`src/syc_cfg.svh`:
```
// Constants of the system clock switch, watchdog, brown-out and wake-up logic.
// Assumes inclusion by bare name from the design modules and the testbench.
`ifndef SYC_CFG_SVH
`define SYC_CFG_SVH

// Clock mode register fields
`define SYC_CM_SEL_HI      7
`define SYC_CM_SEL_LO      5
`define SYC_CM_HRC_EN      4
`define SYC_CM_TYPE        3
`define SYC_CM_LRC_EN      2
`define SYC_CM_WDT_EN      1
`define SYC_CM_RESET       8'hf6

// Documented clock mode values
`define SYC_CM_HRC_DIV2    8'h36
`define SYC_CM_XTAL        8'ha4

// Crystal control register fields
`define SYC_XC_EN          7
`define SYC_XC_DRV_HI      6
`define SYC_XC_DRV_LO      5
`define SYC_XC_RESET       8'h00

// Auxiliary control register fields
`define SYC_AUX_BOR_DIS    2
`define SYC_AUX_WDT_HI     1
`define SYC_AUX_WDT_LO     0
`define SYC_AUX_RESET      8'h00

// Watchdog periods in low-speed RC periods
`define SYC_WDT_P0         8192
`define SYC_WDT_P1         16384
`define SYC_WDT_P2         65536
`define SYC_WDT_P3         262144

// Wake-up times in low-speed RC periods
`define SYC_WAKE_FAST      45
`define SYC_WAKE_SLOW      3000

// Brown-out threshold code shown before power-on completes
`define SYC_BOR_LVL_NONE   3'h0

`endif

```
`src/syc_pkg.sv`:
```
// Types of the system clock switch block.
// Assumes nothing beyond the constants header.
package syc_pkg;

  typedef enum logic [1:0] {
    SYC_SRC_LRC  = 2'b00,
    SYC_SRC_HRC  = 2'b01,
    SYC_SRC_XTAL = 2'b10
  } syc_src_t;

  typedef enum logic {
    SYC_WK_IDLE  = 1'b0,
    SYC_WK_COUNT = 1'b1
  } syc_wake_t;

  typedef struct packed {
    syc_src_t   src;
    logic [6:0] div;
    logic       ok;
  } syc_sel_t;

endpackage

```
`src/syc_wdt.sv`:
```
// Watchdog counter running on low-speed RC ticks.
// Assumes ticks are one-cycle pulses synchronous to clk.
`timescale 1ns/1ps
`include "syc_cfg.svh"
module syc_wdt
  import syc_pkg::*;
#(
  parameter int unsigned P0 = `SYC_WDT_P0,
  parameter int unsigned P1 = `SYC_WDT_P1,
  parameter int unsigned P2 = `SYC_WDT_P2,
  parameter int unsigned P3 = `SYC_WDT_P3
)(
  input  wire logic       clk,
  input  wire logic       rst_n,
  input  wire logic       lrc_tick,
  input  wire logic       lrc_run,
  input  wire logic       wdt_en,
  input  wire logic [1:0] period_sel,
  input  wire logic       wdt_clear,
  output logic            expire
);

  logic [18:0] cnt_reg;
  logic [18:0] lim;

  // ----------------------------------------
  // Period select
  // ----------------------------------------
  always_comb
  begin
    case (period_sel)
      2'h0:    lim = 19'(P0);  // RULE_09
      2'h1:    lim = 19'(P1);  // RULE_09
      2'h2:    lim = 19'(P2);  // RULE_09
      default: lim = 19'(P3);  // RULE_09
    endcase
  end

  // ----------------------------------------
  // Counter
  // ----------------------------------------
  always_ff @(posedge clk)
  begin
    expire <= 1'b0;
    if (!rst_n || !wdt_en || wdt_clear)
      cnt_reg <= 19'h0;  // RULE_07
    else if (lrc_tick && lrc_run)  // RULE_08
    begin
      if (cnt_reg == lim - 19'h1)
      begin
        cnt_reg <= 19'h0;
        expire  <= 1'b1;  // RULE_09
      end
      else
        cnt_reg <= cnt_reg + 19'h1;
    end
  end
endmodule

```
`src/syc_top.sv`:
```
// System clock switch with watchdog, brown-out gating and wake-up timer.
// Assumes oscillator ticks are one-cycle pulses synchronous to clk.
//
// Overview of operation
// RULE_01 - Software switches source before stopping old oscillator
// RULE_02 - Clock mode bit 2 clear stops low-speed RC
// RULE_03 - Value 0x36 selects high-speed RC divided two
// RULE_04 - Value 0xA4 selects crystal, low-speed RC stays
// RULE_05 - No crystal stability check before switching
// RULE_06 - Software waits for crystal settling before selecting
// RULE_07 - Clock mode bit 1 enables the watchdog
// RULE_08 - Watchdog counts only while low-speed RC runs
// RULE_09 - Auxiliary field picks four watchdog periods
// RULE_10 - Auxiliary bit 2 set disables brown-out reset
// RULE_11 - Brown-out reset inactive in both stop modes
// RULE_12 - Brown-out threshold valid after power-on completes
// RULE_13 - Fast wake-up resumes after 45 low-speed cycles
// RULE_14 - Low-speed RC divided sixteen is selectable
// RULE_15 - Crystal drive in bits 6:5, enable bit 7
// RULE_16 - Stopped selected source stalls core clock
// RULE_17 - Source change at period boundary, no glitch
`timescale 1ns/1ps
`include "syc_cfg.svh"
module syc_top
  import syc_pkg::*;
#(
  parameter int unsigned WDT_P0    = `SYC_WDT_P0,
  parameter int unsigned WDT_P1    = `SYC_WDT_P1,
  parameter int unsigned WDT_P2    = `SYC_WDT_P2,
  parameter int unsigned WDT_P3    = `SYC_WDT_P3,
  parameter int unsigned WAKE_FAST = `SYC_WAKE_FAST,
  parameter int unsigned WAKE_SLOW = `SYC_WAKE_SLOW,
  parameter logic [2:0]  BOR_LEVEL = 3'h1
)(
  input  wire logic       clk,
  input  wire logic       rst_n,
  input  wire logic       lrc_tick,
  input  wire logic       hrc_tick,
  input  wire logic       xtal_tick,
  input  wire logic       clock_mode_wr,
  input  wire logic [7:0] clock_mode_wdata,
  input  wire logic       crystal_ctrl_wr,
  input  wire logic [7:0] crystal_ctrl_wdata,
  input  wire logic       aux_ctrl_wr,
  input  wire logic [7:0] aux_ctrl_wdata,
  input  wire logic       wdt_clear,
  input  wire logic       por_done,
  input  wire logic       supply_low,
  input  wire logic       light_stop,
  input  wire logic       deep_stop,
  input  wire logic       wake_req,
  input  wire logic       fast_wake_sel,
  output logic [7:0]      clock_mode_q,
  output logic [7:0]      crystal_ctrl_q,
  output logic [7:0]      aux_ctrl_q,
  output logic            lrc_en,
  output logic            hrc_en,
  output logic            xtal_en,
  output logic [1:0]      xtal_drive,
  output logic [1:0]      core_src,
  output logic            core_tick,
  output logic            wdt_reset,
  output logic            brownout_reset,
  output logic [2:0]      brownout_level,
  output logic            wake_done
);

  logic [7:0]  clock_mode_reg;
  logic [7:0]  crystal_ctrl_reg;
  logic [7:0]  aux_ctrl_reg;
  syc_src_t    pend_src_reg;
  logic [6:0]  pend_div_reg;
  syc_src_t    act_src_reg;
  logic [6:0]  act_div_reg;
  logic [6:0]  div_cnt_reg;
  logic        core_tick_reg;
  logic        armed_reg;
  logic        bor_reg;
  logic [2:0]  level_reg;
  syc_wake_t   wake_reg;
  logic [11:0] wake_cnt_reg;
  logic        wake_done_reg;
  logic        src_tick;
  syc_sel_t    new_sel;
  logic [11:0] wake_lim;

  // ----------------------------------------
  // Clock selection decode
  // ----------------------------------------
  function automatic syc_sel_t decode_sel(input logic [3:0] code);
    syc_sel_t s;
    case (code)
      4'h0:    s = '{src: SYC_SRC_HRC,  div: 7'h04, ok: 1'b1};
      4'h1:    s = '{src: SYC_SRC_HRC,  div: 7'h02, ok: 1'b1};
      4'h2:    s = '{src: SYC_SRC_HRC,  div: 7'h01, ok: 1'b1};
      4'h3:    s = '{src: SYC_SRC_XTAL, div: 7'h04, ok: 1'b1};
      4'h4:    s = '{src: SYC_SRC_XTAL, div: 7'h02, ok: 1'b1};
      4'h5:    s = '{src: SYC_SRC_XTAL, div: 7'h01, ok: 1'b1};
      4'h6:    s = '{src: SYC_SRC_LRC,  div: 7'h04, ok: 1'b1};
      4'h7:    s = '{src: SYC_SRC_LRC,  div: 7'h01, ok: 1'b1};
      4'h8:    s = '{src: SYC_SRC_HRC,  div: 7'h10, ok: 1'b1};
      4'h9:    s = '{src: SYC_SRC_HRC,  div: 7'h08, ok: 1'b1};
      4'ha:    s = '{src: SYC_SRC_LRC,  div: 7'h10, ok: 1'b1};  // RULE_14
      4'hb:    s = '{src: SYC_SRC_HRC,  div: 7'h20, ok: 1'b1};
      4'hc:    s = '{src: SYC_SRC_HRC,  div: 7'h40, ok: 1'b1};
      4'hd:    s = '{src: SYC_SRC_XTAL, div: 7'h08, ok: 1'b1};
      default: s = '{src: SYC_SRC_HRC,  div: 7'h01, ok: 1'b0};
    endcase
    return s;
  endfunction

  assign new_sel = decode_sel({clock_mode_wdata[`SYC_CM_TYPE],
                               clock_mode_wdata[`SYC_CM_SEL_HI:`SYC_CM_SEL_LO]});

  // ----------------------------------------
  // Control registers
  // ----------------------------------------
  always_ff @(posedge clk)
  begin
    if (!rst_n)
      clock_mode_reg <= `SYC_CM_RESET;
    else if (clock_mode_wr)
      clock_mode_reg <= clock_mode_wdata;  // RULE_02
  end
  always_ff @(posedge clk)
  begin
    if (!rst_n)
      crystal_ctrl_reg <= `SYC_XC_RESET;
    else if (crystal_ctrl_wr)
      crystal_ctrl_reg <= crystal_ctrl_wdata;  // RULE_15
  end
  always_ff @(posedge clk)
  begin
    if (!rst_n)
      aux_ctrl_reg <= `SYC_AUX_RESET;
    else if (aux_ctrl_wr)
      aux_ctrl_reg <= aux_ctrl_wdata;
  end
  assign clock_mode_q   = clock_mode_reg;
  assign crystal_ctrl_q = crystal_ctrl_reg;
  assign aux_ctrl_q     = aux_ctrl_reg;
  assign lrc_en         = clock_mode_reg[`SYC_CM_LRC_EN];  // RULE_02
  assign hrc_en         = clock_mode_reg[`SYC_CM_HRC_EN];
  assign xtal_en        = crystal_ctrl_reg[`SYC_XC_EN];  // RULE_15
  assign xtal_drive     = crystal_ctrl_reg[`SYC_XC_DRV_HI:`SYC_XC_DRV_LO];  // RULE_15

  // ----------------------------------------
  // Pending selection, taken at end of write
  // ----------------------------------------
  always_ff @(posedge clk)
  begin
    if (!rst_n)
    begin
      pend_src_reg <= SYC_SRC_LRC;
      pend_div_reg <= 7'h01;
    end
    else if (clock_mode_wr && new_sel.ok)
    begin
      pend_src_reg <= new_sel.src;  // RULE_03 RULE_04 RULE_05
      pend_div_reg <= new_sel.div;
    end
  end

  // ----------------------------------------
  // Active source, divider and core tick
  // ----------------------------------------
  always_comb
  begin
    case (act_src_reg)
      SYC_SRC_LRC:  src_tick = lrc_tick && lrc_en;  // RULE_16
      SYC_SRC_HRC:  src_tick = hrc_tick && hrc_en;  // RULE_16
      SYC_SRC_XTAL: src_tick = xtal_tick && xtal_en;  // RULE_16
      default:      src_tick = 1'b0;
    endcase
  end
  always_ff @(posedge clk)
  begin
    if (!rst_n)
    begin
      act_src_reg <= SYC_SRC_LRC;
      act_div_reg <= 7'h01;
    end
    else if (div_cnt_reg == 7'h0)
    begin
      act_src_reg <= pend_src_reg;  // RULE_17
      act_div_reg <= pend_div_reg;  // RULE_17
    end
  end
  always_ff @(posedge clk)
  begin
    if (!rst_n)
    begin
      div_cnt_reg   <= 7'h0;
      core_tick_reg <= 1'b0;
    end
    else
    begin
      core_tick_reg <= 1'b0;
      if (src_tick)
      begin
        if (div_cnt_reg == act_div_reg - 7'h1)
        begin
          div_cnt_reg   <= 7'h0;
          core_tick_reg <= 1'b1;
        end
        else
          div_cnt_reg <= div_cnt_reg + 7'h1;
      end
    end
  end
  assign core_tick = core_tick_reg;
  assign core_src  = act_src_reg;

  // ----------------------------------------
  // Watchdog
  // ----------------------------------------
  syc_wdt #(
    .P0 (WDT_P0),
    .P1 (WDT_P1),
    .P2 (WDT_P2),
    .P3 (WDT_P3)
  ) u_wdt (
    .clk        (clk),
    .rst_n      (rst_n),
    .lrc_tick   (lrc_tick),
    .lrc_run    (lrc_en),  // RULE_08
    .wdt_en     (clock_mode_reg[`SYC_CM_WDT_EN]),  // RULE_07
    .period_sel (aux_ctrl_reg[`SYC_AUX_WDT_HI:`SYC_AUX_WDT_LO]),  // RULE_09
    .wdt_clear  (wdt_clear),
    .expire     (wdt_reset)
  );

  // ----------------------------------------
  // Brown-out reset
  // ----------------------------------------
  always_ff @(posedge clk)
  begin
    if (!rst_n)
      armed_reg <= 1'b0;
    else if (por_done)
      armed_reg <= 1'b1;  // RULE_12
  end
  always_ff @(posedge clk)
  begin
    if (!rst_n)
      level_reg <= `SYC_BOR_LVL_NONE;
    else
      level_reg <= armed_reg ? BOR_LEVEL : `SYC_BOR_LVL_NONE;  // RULE_12
  end
  always_ff @(posedge clk)
  begin
    if (!rst_n)
      bor_reg <= 1'b0;
    else
      bor_reg <= supply_low && armed_reg  // RULE_12
              && !aux_ctrl_reg[`SYC_AUX_BOR_DIS]  // RULE_10
              && !light_stop && !deep_stop;  // RULE_11
  end
  assign brownout_reset = bor_reg;
  assign brownout_level = level_reg;

  // ----------------------------------------
  // Wake-up timer
  // ----------------------------------------
  assign wake_lim = fast_wake_sel ? 12'(WAKE_FAST) : 12'(WAKE_SLOW);
  always_ff @(posedge clk)
  begin
    if (!rst_n)
    begin
      wake_reg      <= SYC_WK_IDLE;
      wake_cnt_reg  <= 12'h0;
      wake_done_reg <= 1'b0;
    end
    else
    begin
      wake_done_reg <= 1'b0;
      case (wake_reg)
        SYC_WK_IDLE:
        begin
          wake_cnt_reg <= 12'h0;
          if (wake_req)
            wake_reg <= SYC_WK_COUNT;
        end
        SYC_WK_COUNT:
        begin
          if (lrc_tick && lrc_en)
          begin
            if (wake_cnt_reg == wake_lim - 12'h1)
            begin
              wake_done_reg <= 1'b1;  // RULE_13
              wake_reg      <= SYC_WK_IDLE;
            end
            else
              wake_cnt_reg <= wake_cnt_reg + 12'h1;
          end
        end
        default: wake_reg <= SYC_WK_IDLE;
      endcase
    end
  end
  assign wake_done = wake_done_reg;
endmodule

```
`config.mk`:
```
export PLATFORM = sky130hd
export DESIGN_NAME = syc_top
export DESIGN_NICKNAME = d
export VERILOG_FILES = /design/src/syc_pkg.sv /design/src/syc_wdt.sv /design/src/syc_top.sv
export VERILOG_INCLUDE_DIRS = /design/src
export SDC_FILE = /design/constraint.sdc
export NUM_CORES = 1
export LEC_CHECK = 0
export BUFFER_PORTS_ARGS = -buffer_cell sky130_fd_sc_hd__buf_2
export CORE_ASPECT_RATIO = 2
export CORE_MARGIN = 2
export CORE_UTILIZATION = 37
export DETAILED_ROUTE_END_ITERATION = 10
export PLACE_DENSITY = 0.62
export SETUP_SLACK_MARGIN = 0.1
export SLEW_MARGIN = 20
export SYNTH_ARGS = -nofsm -noshare
export SYNTH_HDL_FRONTEND = slang
export SYNTH_SLANG_ARGS = --single-unit
```
`constraint.sdc`:
```
create_clock -name clk -period 1.9 [get_ports clk]
set_input_delay 0.38 -clock clk [delete_from_list [all_inputs] [get_ports clk]]
set_output_delay 0.38 -clock clk [all_outputs]
set_load 0.005 [all_outputs]
```
* Yosys cells after proc, flatten, opt, wreduce, memory -nomap -nowiden
Memory sizes are Yosys's and may differ from the RTL's.
Index checks and enable logic that the tools add are counted.
** Operators by class
- $add $sub $neg :: 6
- Equal/unequal tests :: 9
- Muxes and demuxes :: 16
- Bitwise operators :: 2
- Reductions and logical operators :: 22
** Operators with widths (number)
- 19-bit one-hot mux with 3 select lines :: 1
- 12-bit 2-to-1 mux :: 3
- 12-bit one-hot mux with 2 select lines :: 1
- 19-bit by 1-bit adder with 19-bit output (second input constant) :: 1
- 19-bit == test :: 1
- 19-bit 2-to-1 mux :: 1
- 19-bit by 1-bit subtractor with 19-bit output (second input constant) :: 1
- 12-bit by 1-bit adder with 12-bit output (second input constant) :: 1
- 12-bit == test :: 1
- 12-bit by 1-bit subtractor with 12-bit output (second input constant) :: 1
- 1-bit logical AND :: 8
- 7-bit by 1-bit adder with 7-bit output (second input constant) :: 1
- 7-bit == test :: 1
- 7-bit zero test :: 1
- 1-bit 2-to-1 mux :: 7
- 7-bit 2-to-1 mux :: 1
- 7-bit by 1-bit subtractor with 7-bit output (second input constant) :: 1
- 1-bit zero test :: 5
- 2-bit by 1-bit == test with 1-bit output (second input constant) :: 2
- 2-bit == test (second input constant) :: 2
- 2-bit zero test :: 2
- 2-bit AND reduction :: 2
- 1-bit one-hot mux with 3 select lines :: 1
- 3-bit AND reduction :: 1
- 6 further kinds :: 8
** Storage, ports and cells
- Bits in registers :: 89
- ROM bits :: 160
- Bits of input ports :: 39
- Output and inout bits :: 38
- Word-level logic and storage cells :: 73
- Memories :: 1
** Memories
- (name not given) :: words 16, width 10, read ports 1, clocked after memory_dff 0, write ports 0, line syc_top.sv:92 : case (code)

* Longest topological paths before layout
Gate-level depths: netlist of the first run.
- Depth in word-level cells :: 6
- Mapped depth :: 9
- Mapped depth without buffers :: 8

* Cells and area by module
Synthesis of the first run repeated with hierarchy kept, for this count alone.
** Second synthesis, totals
- Cells, all modules :: 459
- Area total of the unflattened synthesis :: 4200.3 µm²
** Modules (own cells, without submodules)
- syc_top :: instances 1, cells each 341, area an instance 3114.2 µm², sequential area each 1341.3 µm²
- syc_wdt :: instances 1, cells each 118, area an instance 1086.0 µm², sequential area each 400.4 µm²

* Least setup slack after synthesis of the first run
OpenSTA, ideal clock, no wires.
- Kind :: register -> register
- Start :: reg aux_ctrl_reg[0] (netlist: aux_ctrl_q[0])
- End :: reg u_wdt.cnt_reg[0]
- Library setup time :: 0.117 ns
- Arrival time :: 1.826 ns
- Data required time :: 1.783 ns
- Path slack :: -0.043 ns
- Stages on the path, launching flop included :: 10
- Path buffers :: 1
- Clock period less this slack :: 1.943 ns
- Path through :: dfxtp_1 > nor2_1 > inv_1 > ha_1 > xnor2_1 > nor4_1 > and3_1 > a21o_1 > buf_2 > nor2_1
** Between the ends
- Cells in the longest elaborated chain, start to end :: 5
- Elaborated cells on any way between the ends :: 7
- Those cells by class :: add/sub (1); eq/ne (3); mux (2); reduce/logical (1)
** Ends and longest elaborated chain
- start: declaration :: line syc_top.sv:70 : logic [7:0] aux_ctrl_reg;
- start signal: assignment :: line syc_top.sv:135 : aux_ctrl_reg <= `SYC_AUX_RESET;
- start signal: assignment :: line syc_top.sv:137 : aux_ctrl_reg <= aux_ctrl_wdata;
- 2-bit == test, or another cell as far along :: line syc_wdt.sv:31 : case (period_sel)
- 19-bit one-hot mux with 3 select lines * :: line syc_wdt.sv:31
- 19-bit by 1-bit subtractor with 19-bit output * :: line syc_wdt.sv:49 : if (cnt_reg == lim - 19'h1)
- 19-bit == test * :: line syc_wdt.sv:49
- 19-bit 2-to-1 mux * :: line syc_wdt.sv:49
- end signal: assignment :: line syc_wdt.sv:55 : cnt_reg <= cnt_reg + 19'h1;
- end: declaration :: line syc_wdt.sv:23 : logic [18:0] cnt_reg;
Every way passes the cells marked *; elsewhere a longest branch is shown, timed or not.
A chain may end at the register's enable or synchronous reset.

* Worst setup path in the final report of the first run
- Start :: reg aux_ctrl_reg[0] (netlist: aux_ctrl_q[0])
- End :: reg u_wdt.cnt_reg[11]
Same word-level chain as after synthesis.

==> flow_summary_export.csv, run 1 <==
group,metric,value,unit
critical_path,worstPathCellList,"nor2_4 -> inv_2 -> ha_4 -> xnor2_4 -> nor4_4 -> and3_4 -> buf_4 -> buf_4 -> a211o_1 -> a31oi_1",
min_path,hold_class,"input port to flop",
pwr,worst_ir_drop_vdd,0.472,mV
synthesis,ys_seq_area_share,41.2,%
floorplanning,fp.dieW,79.6,um
synthesis,syn-cell-area,0.00423,mm^2
cts,clockRootBuffer,"clkbuf_16",
synthesis,synth_flop_cell,"dfxtp_1",
route,via_per_inst,5.06,
pwr,p_per_area,791,mW/mm^2
floorplanning,rows,55,
job,cap_violations,0,
synthesis,synthCells,456,
route,drc_errors,0,
sta,tns,-0.00114,ns
layout,final_cells,697,
placement,portBuffers,74,
synthesis,ys_types,67,
critical_path,crit_path_top_delay_cell,"dfxtp_4",
layout,nFillCells,1042,
critical_path,cpMostUsedCell,"buf_4",
sta,hold_viol,0,
cts,clkLatencyLatePin,0.34,ns
grt,grt_pass1_vias,3424,
cts,clk_pin_slew,0.07,ns
synthesis,ys_warn_count,0,
run_status,failed_checks,"negative setup slack",
grt,grt_antenna_before_repair,1,
route,wl,9.14,mm
layout,num_antenna_cells,0,
synthesis,async_flop_share,0,%
sta,whs,0.234,ns
route,num_vias,3525,
cts,h-tree-depth,3,
cts,cts_buffer_depth,2,
route,drtIter0Drc,158,
grt,grt_util_all_layers,15.3,%
placement,placed_cells,673,
cts,clock_sinks,87,
synthesis,synth-seq-cells,87,
critical_path,cpPeakStageDelay,0.37,ns
grt,grt_pass1_wl,15.0,mm
critical_path,crit_fanout,5,
synthesis,syn_avg_cell_area,9.27,um^2
sta,setup_violations,1,
layout,final_layout_size_suffix_gt1_share,31.0,%
run_status,status,"finished, violations left",
critical_path,worstSetupEndpointType,"flop",
sta,max_freq,526,MHz
grt,gr-total-overflow,0,
layout,nNetsFinal,600,
grt,grt_use_met1,16.1,%
critical_path,crit_path_start_kind,"flop",
grt,busiest_layer,"met2",
floorplanning,ios,77,
route,wl_per_cell,13.1,um
layout,area_growth,29.4,%
cts,cts_buffers,9,
sta,period_minus_slack,1.90,ns
grt,grt_max_degree,53,
layout,largest_reg_flops,19,
pwr,p_leak,2.20,nW
placement,hpwl,6.77,mm
critical_path,required,2.17,ns
sta,clock_skew,0.00826,ns
grt,grt_use_met3,3.36,%
sta,fin_crit_sh,100,%
critical_path,worst_ep_arrival_time,2.17,ns
cts,cts_tree,"done",
grt,use_met2,26.8,%
placement,routabilityCongestion,0.784,
sta,worst_slack,-0.00114,ns
sta,drv_slew,0,
floorplanning,die_h,155,um
sta,rsz0062_at_grt,"true",
floorplanning,fp.dieArea,0.0123,mm^2
cts,cts_hold_buf,0,
route,drt_pre_antenna_iters,4,
floorplanning,core_area,0.0112,mm^2
critical_path,critPathKind,"flop to flop",
floorplanning,initial_core_util,37.7,%
route,drt.antenna.violating_nets,0,
synthesis,synth_edf_count,0,
==> cells in the mapped netlist (7+ instances only) <==
cell type / instances / area, um^2
a21boi_0: 7 / 52.6
buf_4: 8 / 60.1
nor2_1: 32 / 120
ha_1: 11 / 138
nor2b_1: 29 / 181
dfxtp_1: 87 / 1740
clkbuf_1: 13 / 48.8
o21ai_0: 10 / 50.1
a21oi_1: 13 / 65.1
nand3_1: 23 / 115
xnor2_1: 20 / 175
nand2_1: 36 / 135
inv_1: 14 / 52.6
mux2i_1: 36 / 360
xor2_1: 14 / 123
nor3b_1: 8 / 60.1
==> metal layers <==
metal | vias up | wire length, um
met5 | - | 13
met4 | 2 | 340
met3 | 26 | 566
met2 | 133 | 4570
met1 | 1592 | 3640
li1 | 1772 | -
==> layout by cell type (no fill, tap or decap), types with 3 or more instances in the layout <==
cell / count
or4_1: 4
dfxtp_2: 3
o21ai_0: 10
and4_1: 3
buf_4: 26
nand2_1: 35
buf_6: 5
xor2_1: 13
a21boi_0: 6
nor2_1: 30
buf_2: 74
inv_1: 13
nor3b_2: 6
ha_4: 3
xnor2_1: 18
nand3b_1: 4
and2_1: 4
and3_1: 4
nor2b_1: 29
nor3_1: 4
ha_1: 8
nand4_1: 5
a21oi_1: 12
nand3_1: 22
or3_1: 3
mux2i_1: 36
a31oi_1: 3
clkbuf_16: 10
o2111ai_1: 3
dfxtp_4: 4
dfxtp_1: 80
nand2b_1: 3
==> final cells by class <==
class | count | area (um^2) | share of cell area [%]
clock buffer | 10 | 250 | 4.57
clock inverter | 6 | 57.6 | 1.05
inverter | 14 | 52.6 | 0.960
multi-input combinational | 330 | 2480 | 45.4
sequential | 87 | 1760 | 32.2
tap | 142 | 178 | 3.25
timing repair buffer | 108 | 689 | 12.6
==> kinds of logic (layout without fill, tap and decap cells) <==
logic type               count (synthesis)  in the layout  share of synthesized area [%]
AND/OR/NAND/NOR                        188            188                           25.2
other                                    1              2                         0.0887
adder cells (fa/ha/maj)                 11             11                           3.26
buffers and inverters                   40            138                           4.38
AO/OA/AOI/OAI                           58             58                           10.0
multiplexers                            37             37                           8.79
XOR/XNOR                                34             34                           7.04
flip-flops                              87             87                           41.2
==> power by group <==
| group | switching [mW] | total, mW | internal [mW] |
|---|---|---|---|
| clock network | 0.776 | 1.77 | 0.997 |
| registers | 0.0533 | 1.94 | 1.88 |
| logic | 0.290 | 0.616 | 0.327 |
==> metrics by stage <==
step                      cell area (um^2)  power [mW]  setup slack, ns  utilization (%)
after floorplan                       4260        2.33           0.0185                -
after global placement                4890        2.51          -0.0929             43.6
after detailed placement              4890        2.52           -0.135             43.6
after CTS                             5360        4.35           0.0225             47.8
after global routing                  5470        4.52          -0.0803             48.8
final                                 5470        4.33         -0.00114             48.8
==> path summary, 6_finish.rpt <==
path | cells after the start | slack [ns] | from | to
setup reg to reg | 10 | -0.001 | aux_ctrl_q[0]$_SDFFE_PN0P_ | u_wdt.cnt_reg[11]$_SDFFE_PP0P_
hold reg to reg | 1 | 0.46 | armed_reg$_SDFFE_PN0P_ | armed_reg$_SDFFE_PN0P_
setup / recovery | 10 | -0.001 | aux_ctrl_q[0]$_SDFFE_PN0P_ | u_wdt.cnt_reg[11]$_SDFFE_PP0P_
hold / removal | 2 | 0.23 | por_done | armed_reg$_SDFFE_PN0P_
==> repair_timing <==
item,CTS,global route
buffers inserted,5,2
pin swaps,11,5
gates cloned,1,0
endpoints found under the setup margin,27,28
gates resized for setup,23,19
endpoints found under the hold margin,0,0
==> critical path, delay by kind of cell (launching register included) <==
family / cells / cell delay (ns)
adders and majority gates: 1 / 0.29
DFF: 1 / 0.37
buffers and inverters: 3 / 0.30
AOI/OAI and AO/OA: 2 / 0.39
and+or+nand+nor: 3 / 0.36
xor gates and xnor gates: 1 / 0.13
Power figures use the tool's default switching activity.
==> inputs of run 2 (changes only) <==
--- a/config.mk
+++ b/config.mk
@@ -9,9 +9,9 @@
 export BUFFER_PORTS_ARGS = -buffer_cell sky130_fd_sc_hd__buf_2
 export CORE_ASPECT_RATIO = 2
 export CORE_MARGIN = 2
-export CORE_UTILIZATION = 37
+export CORE_UTILIZATION = 50
 export DETAILED_ROUTE_END_ITERATION = 10
-export PLACE_DENSITY = 0.62
+export PLACE_DENSITY = 0.79
 export SETUP_SLACK_MARGIN = 0.1
 export SLEW_MARGIN = 20
 export SYNTH_ARGS = -nofsm -noshare
==> flow_summary_export.csv, run 2 (synthesis results as in run 1) <==
group,metric,value,unit
run_status,status,"finished, violations left",
run_status,failed_checks,"negative setup slack",
sta,fin_crit_sh,100,%
critical_path,worst_ep_arrival_time,2.19,ns
grt,grt_antenna_before_repair,0,
layout,final_util,65.8,%
route,drtIter0Drc,203,
layout,final_cells,649,
pwr,power,4.36,mW
cts,cts_hold_buf,0,
route,drt_pre_antenna_iters,4,
pwr,worst_ir_drop_vdd,0.587,mV
placement,place_area,0.00480,mm^2
pwr,p_leak,2.17,nW
placement,portBuffers,74,
critical_path,critPathKind,"flop to flop",
grt,grt_pass1_vias,3725,
layout,final_layout_size_suffix_gt1_share,32.3,%
sta,whs,0.250,ns
critical_path,crit_fanout,4,
sta,period_minus_slack,1.91,ns
floorplanning,fp.dieArea,0.00925,mm^2
cts,cts_buffers,9,
floorplanning,fp.dieW,69.0,um
layout,nNetsFinal,596,
layout,area_growth,28.2,%
cts,cts_buffer_depth,2,
floorplanning,core_area,0.00823,mm^2
placement,dpl_worst_slack,-0.105,ns
floorplanning,ios,77,
min_path,hold_class,"input port to flop",
cts,cts_tree,"done",
layout,layout_commonest_cell,"dfxtp_1",
critical_path,worstSetupEndpointType,"flop",
floorplanning,initial_core_util,51.4,%
job,cap_violations,0,
floorplanning,die_h,134,um
grt,grt_max_degree,41,
critical_path,crit_path_start_kind,"flop",
sta,hold_viol,0,
critical_path,reg2reg_slack,-0.008,ns
min_path,min_path_cells,2,
cts,h-tree-depth,3,
min_path,holdPathEnd,"armed_reg$_SDFFE_PN0P_",
grt,gr-total-overflow,0,
cts,clock_sinks,87,
critical_path,r2r_cells,9,
floorplanning,rows,47,
cts,clockRootBuffer,"clkbuf_16",
layout,num_antenna_cells,0,
critical_path,r2r-start,"aux_ctrl_q[1]$_SDFFE_PN0P_",
cts,clkLatencyLatePin,0.34,ns
route,num_vias,3654,
sta,worst_slack,-0.00784,ns
layout,largest_reg_flops,19,
route,via_per_inst,5.63,
placement,hpwl,7.11,mm
route,drt.antenna.violating_nets,0,
grt,grt_pass1_wl,16.4,mm
layout,fin_area,0.00542,mm^2
grt,grt_util_all_layers,21.8,%
placement,routabilityCongestion,0.852,
critical_path,startpoint,"aux_ctrl_q[1]$_SDFFE_PN0P_",
sta,rsz0062_at_grt,"true",
pwr,p_per_area,804,mW/mm^2
placement,placed_cells,626,
critical_path,reg2reg_to,"u_wdt.cnt_reg[18]$_SDFFE_PP0P_",
min_path,min_from,"por_done",
sta,tns,-0.00784,ns
route,drc_errors,0,
route,wl_per_cell,15.6,um
route,wl,10.1,mm
sta,clock_skew,0.00718,ns
layout,final_cell_mix,"dfxtp_1, buf_2, nand2_1, mux2i_1, nor2b_1",
sta,setup_violations,1,
critical_path,required,2.18,ns
sta,drv_slew,0,
sta,max_freq,524,MHz
cts,clk_pin_slew,0.06,ns
==> run 2: critical path: stages (launching register included) <==
cell,delay [ns]
dfxtp_4,0.35
nor2_4,0.12
inv_2,0.05
ha_4,0.29
xnor2_4,0.12
nor4_4,0.05
and3_4,0.21
buf_6,0.12
or4_4,0.42
a21oi_2,0.12
==> run 2: final cells by class <==
class | instances | area, um^2
inverters | 14 | 52.6
fillers | 667 | 2810
multi-input cells | 330 | 2540
flip-flops and latches | 87 | 1760
clock inverters | 2 | 38.8
clock buffers | 14 | 264
well taps | 98 | 123
repair buffers | 104 | 639
==> run 2: layer usage <==
metal	wire length (um)	global-route usage [%]
met5	0	0
met4	400	13.0
met3	424	3.91
met2	5730	42.1
met1	3590	20.6
==> run 2: timing repair <==
item / in CTS / in global routing
setup endpoints to repair: 27 / 27
setup buffers: 4 / 4
pin swaps: 9 / 7
cloned: 1 / 0
gates resized for setup: 30 / 27
==> run 2: worst max-delay path by stage <==
stage	end
after global routing	u_wdt.cnt_reg[18]$_SDFFE_PP0P_
after detailed placement	u_wdt.cnt_reg[18]$_SDFFE_PP0P_
final	u_wdt.cnt_reg[18]$_SDFFE_PP0P_
after global placement	u_wdt.cnt_reg[18]$_SDFFE_PP0P_
after CTS	u_wdt.cnt_reg[6]$_SDFFE_PP0P_
after floorplan	u_wdt.cnt_reg[10]$_SDFFE_PP0P_
==> run 2: where the power goes <==
part           internal (mW)  leakage, nW  switching, mW
sequential              1.89        0.712         0.0548
clock                   1.09        0.147          0.689
combinational          0.327         1.31          0.303
total                   3.31         2.17           1.05
==> inputs of run 3 (changes only) <==
--- a/config.mk
+++ b/config.mk
@@ -11,6 +11,7 @@
 export CORE_MARGIN = 2
 export CORE_UTILIZATION = 50
 export DETAILED_ROUTE_END_ITERATION = 10
+export GPL_TIMING_DRIVEN = 0
 export PLACE_DENSITY = 0.79
 export SETUP_SLACK_MARGIN = 0.1
 export SLEW_MARGIN = 20
==> constraint.sdc (replaced) <==
create_clock -name clk -period 1.9 [get_ports clk]
set_input_delay 0.57 -clock clk [delete_from_list [all_inputs] [get_ports clk]]
set_output_delay 0.57 -clock clk [all_outputs]
set_load 0.005 [all_outputs]
==> flow_summary_export.csv, run 3 (synthesis results as in run 1) <==
group,metric,value,unit
run_status,status,"finished, violations left",
run_status,failed_checks,"negative setup slack",
sta,fin_crit_sh,102,%
route,wl_per_cell,15.5,um
sta,setup_violations,2,
cts,cts_hold_buf,0,
critical_path,reg2reg_slack,-0.03,ns
critical_path,worstSetupEndpointType,"flop",
job,cap_violations,0,
sta,drv_slew,0,
route,drt_pre_antenna_iters,5,
route,wl,10.1,mm
floorplanning,die_h,134,um
placement,routabilityCongestion,0.836,
sta,tns,-0.0340,ns
grt,grt_pass1_vias,3564,
grt,grt_pass1_wl,16.4,mm
layout,final_layout_size_suffix_gt1_share,27.5,%
layout,final_cells,654,
pwr,p_per_area,777,mW/mm^2
route,drtIter0Drc,199,
critical_path,crit_fanout,5,
route,drc_errors,0,
floorplanning,fp.dieW,69.0,um
cts,clk_pin_slew,0.06,ns
cts,cts_buffer_depth,2,
sta,tightest_slew,0.647,ns
cts,clockRootBuffer,"clkbuf_16",
grt,grt_util_all_layers,22.0,%
cts,clock_sinks,87,
sta,period_minus_slack,1.93,ns
cts,h-tree-depth,3,
pwr,p_leak,2.12,nW
critical_path,r2r-start,"aux_ctrl_q[1]$_SDFFE_PN0P_",
sta,hold_viol,0,
floorplanning,ios,77,
placement,portBuffers,70,
floorplanning,initial_core_util,51.4,%
critical_path,crit_path_start_kind,"flop",
sta,whs,0.427,ns
cts,cts_tree,"done",
layout,largest_reg_flops,19,
route,drt.antenna.violating_nets,0,
floorplanning,core_area,0.00823,mm^2
layout,num_antenna_cells,0,
min_path,hold_class,"input port to flop",
sta,max_freq,517,MHz
floorplanning,fp.dieArea,0.00925,mm^2
cts,cts_buffers,9,
layout,nNetsFinal,602,
pwr,power,4.08,mW
placement,hpwl,7.27,mm
layout,final_cell_mix,"dfxtp_1, buf_2, nand2_1, mux2i_1, nor2_1",
critical_path,required,2.16,ns
layout,nFillCells,666,
grt,grt_antenna_before_repair,0,
critical_path,endpoint,"u_wdt.cnt_reg[14]$_SDFFE_PP0P_",
placement,placed_cells,625,
floorplanning,rows,47,
grt,gr-total-overflow,0,
pwr,worst_ir_drop_vdd,0.599,mV
critical_path,reg2reg_to,"u_wdt.cnt_reg[14]$_SDFFE_PP0P_",
route,via_per_inst,5.58,
sta,clock_skew,0.00609,ns
critical_path,r2r_cells,8,
layout,area_growth,24.2,%
critical_path,worst_ep_arrival_time,2.19,ns
critical_path,startpoint,"aux_ctrl_q[1]$_SDFFE_PN0P_",
cts,clkLatencyLatePin,0.34,ns
sta,max_slew_margin,56.9,%
sta,worst_slack,-0.0335,ns
sta,rsz0062_at_grt,"true",
layout,layout_commonest_cell,"dfxtp_1",
critical_path,critPathKind,"flop to flop",
grt,grt_max_degree,14,
route,num_vias,3649,
## run 3: changes by cell type in the layout (fill, tap and decap cells not counted), moves of 3 or more
| cell | before | now |
|---|---|---|
| clkbuf_1 | 3 | 17 |
| nor2_1 | 24 | 30 |
| dfxtp_2 | 7 | 3 |
| dfxtp_4 | 2 | 6 |
| nor2_2 | 4 | 0 |
| a21oi_1 | 10 | 13 |
| a21oi_2 | 3 | 0 |
| buf_6 | 5 | 2 |
## run 3: where the power goes
group          total, mW  switching, mW  leakage, nW  internal (mW)
Combinational      0.600          0.298         1.28          0.302
Clock               1.54          0.662        0.123          0.875
Sequential          1.95         0.0607        0.713           1.89
## run 3: final cells by class
class | instances | area (um^2) | area share [%]
clock buffers | 13 | 240 | 4.57
inverters | 14 | 52.6 | 1.00
plain buffers | 26 | 139 | 2.64
well taps | 98 | 123 | 2.33
repair buffers | 84 | 459 | 8.74
flip-flops and latches | 87 | 1770 | 33.7
multi-input cells | 330 | 2460 | 46.9
clock inverters | 2 | 10.0 | 0.191
## run 3: critical path, stage by stage, from the launching register on
cell and delay, ns:
dfxtp_4 0.37, nor2_4 0.11, inv_2 0.05, ha_4 0.28, xnor2_4 0.12, nor4_4 0.06, and3_4 0.21, or4b_1 0.50
a21oi_1 0.14
## run 3: how the worst min path moves through the flow
| stage | from | slack [ns] | to | cells past startpoint |
|---|---|---|---|---|
| floorplan | armed_reg$_SDFFE_PN0P_ | 0.43 | armed_reg$_SDFFE_PN0P_ | 1 |
| global placement | pend_div_reg[5]$_SDFFE_PN0P_ | 0.45 | pend_div_reg[5]$_SDFFE_PN0P_ | 2 |
| detailed placement | pend_div_reg[4]$_SDFFE_PN0P_ | 0.46 | pend_div_reg[4]$_SDFFE_PN0P_ | 2 |
| CTS | por_done | 0.42 | armed_reg$_SDFFE_PN0P_ | 2 |
| global route | por_done | 0.43 | armed_reg$_SDFFE_PN0P_ | 2 |
| finish | por_done | 0.43 | armed_reg$_SDFFE_PN0P_ | 2 |
## run 3: layer usage
metal  vias up  global-route usage [%]  routed length (um)
met4         0                    13.5                 389
met3        30                    4.96                 444
met5         -                       0                   0
li1       1788                       -                   -
met1      1725                    21.4                3630
met2       106                    41.1                5650
## run 3: repair_timing
| item | in CTS | in global routing |
|---|---|---|
| cloned | 0 | 0 |
| pin swaps | 11 | 8 |
| resized for setup | 21 | 19 |
| endpoints found under the setup margin | 29 | 31 |
| hold endpoints to repair | 0 | 0 |
| setup buffers | 10 | 5 |
## run 3: metrics by stage
step | utilization, % | cell area (um^2) | setup slack, ns
CTS | 62.3 | 5130 | -0.0199
detailed placement | 57.5 | 4730 | -0.298
floorplan | - | 4260 | 0.0185
global route | 63.8 | 5250 | -0.0880
global placement | 57.5 | 4730 | -0.221
finish | 63.8 | 5250 | -0.0335
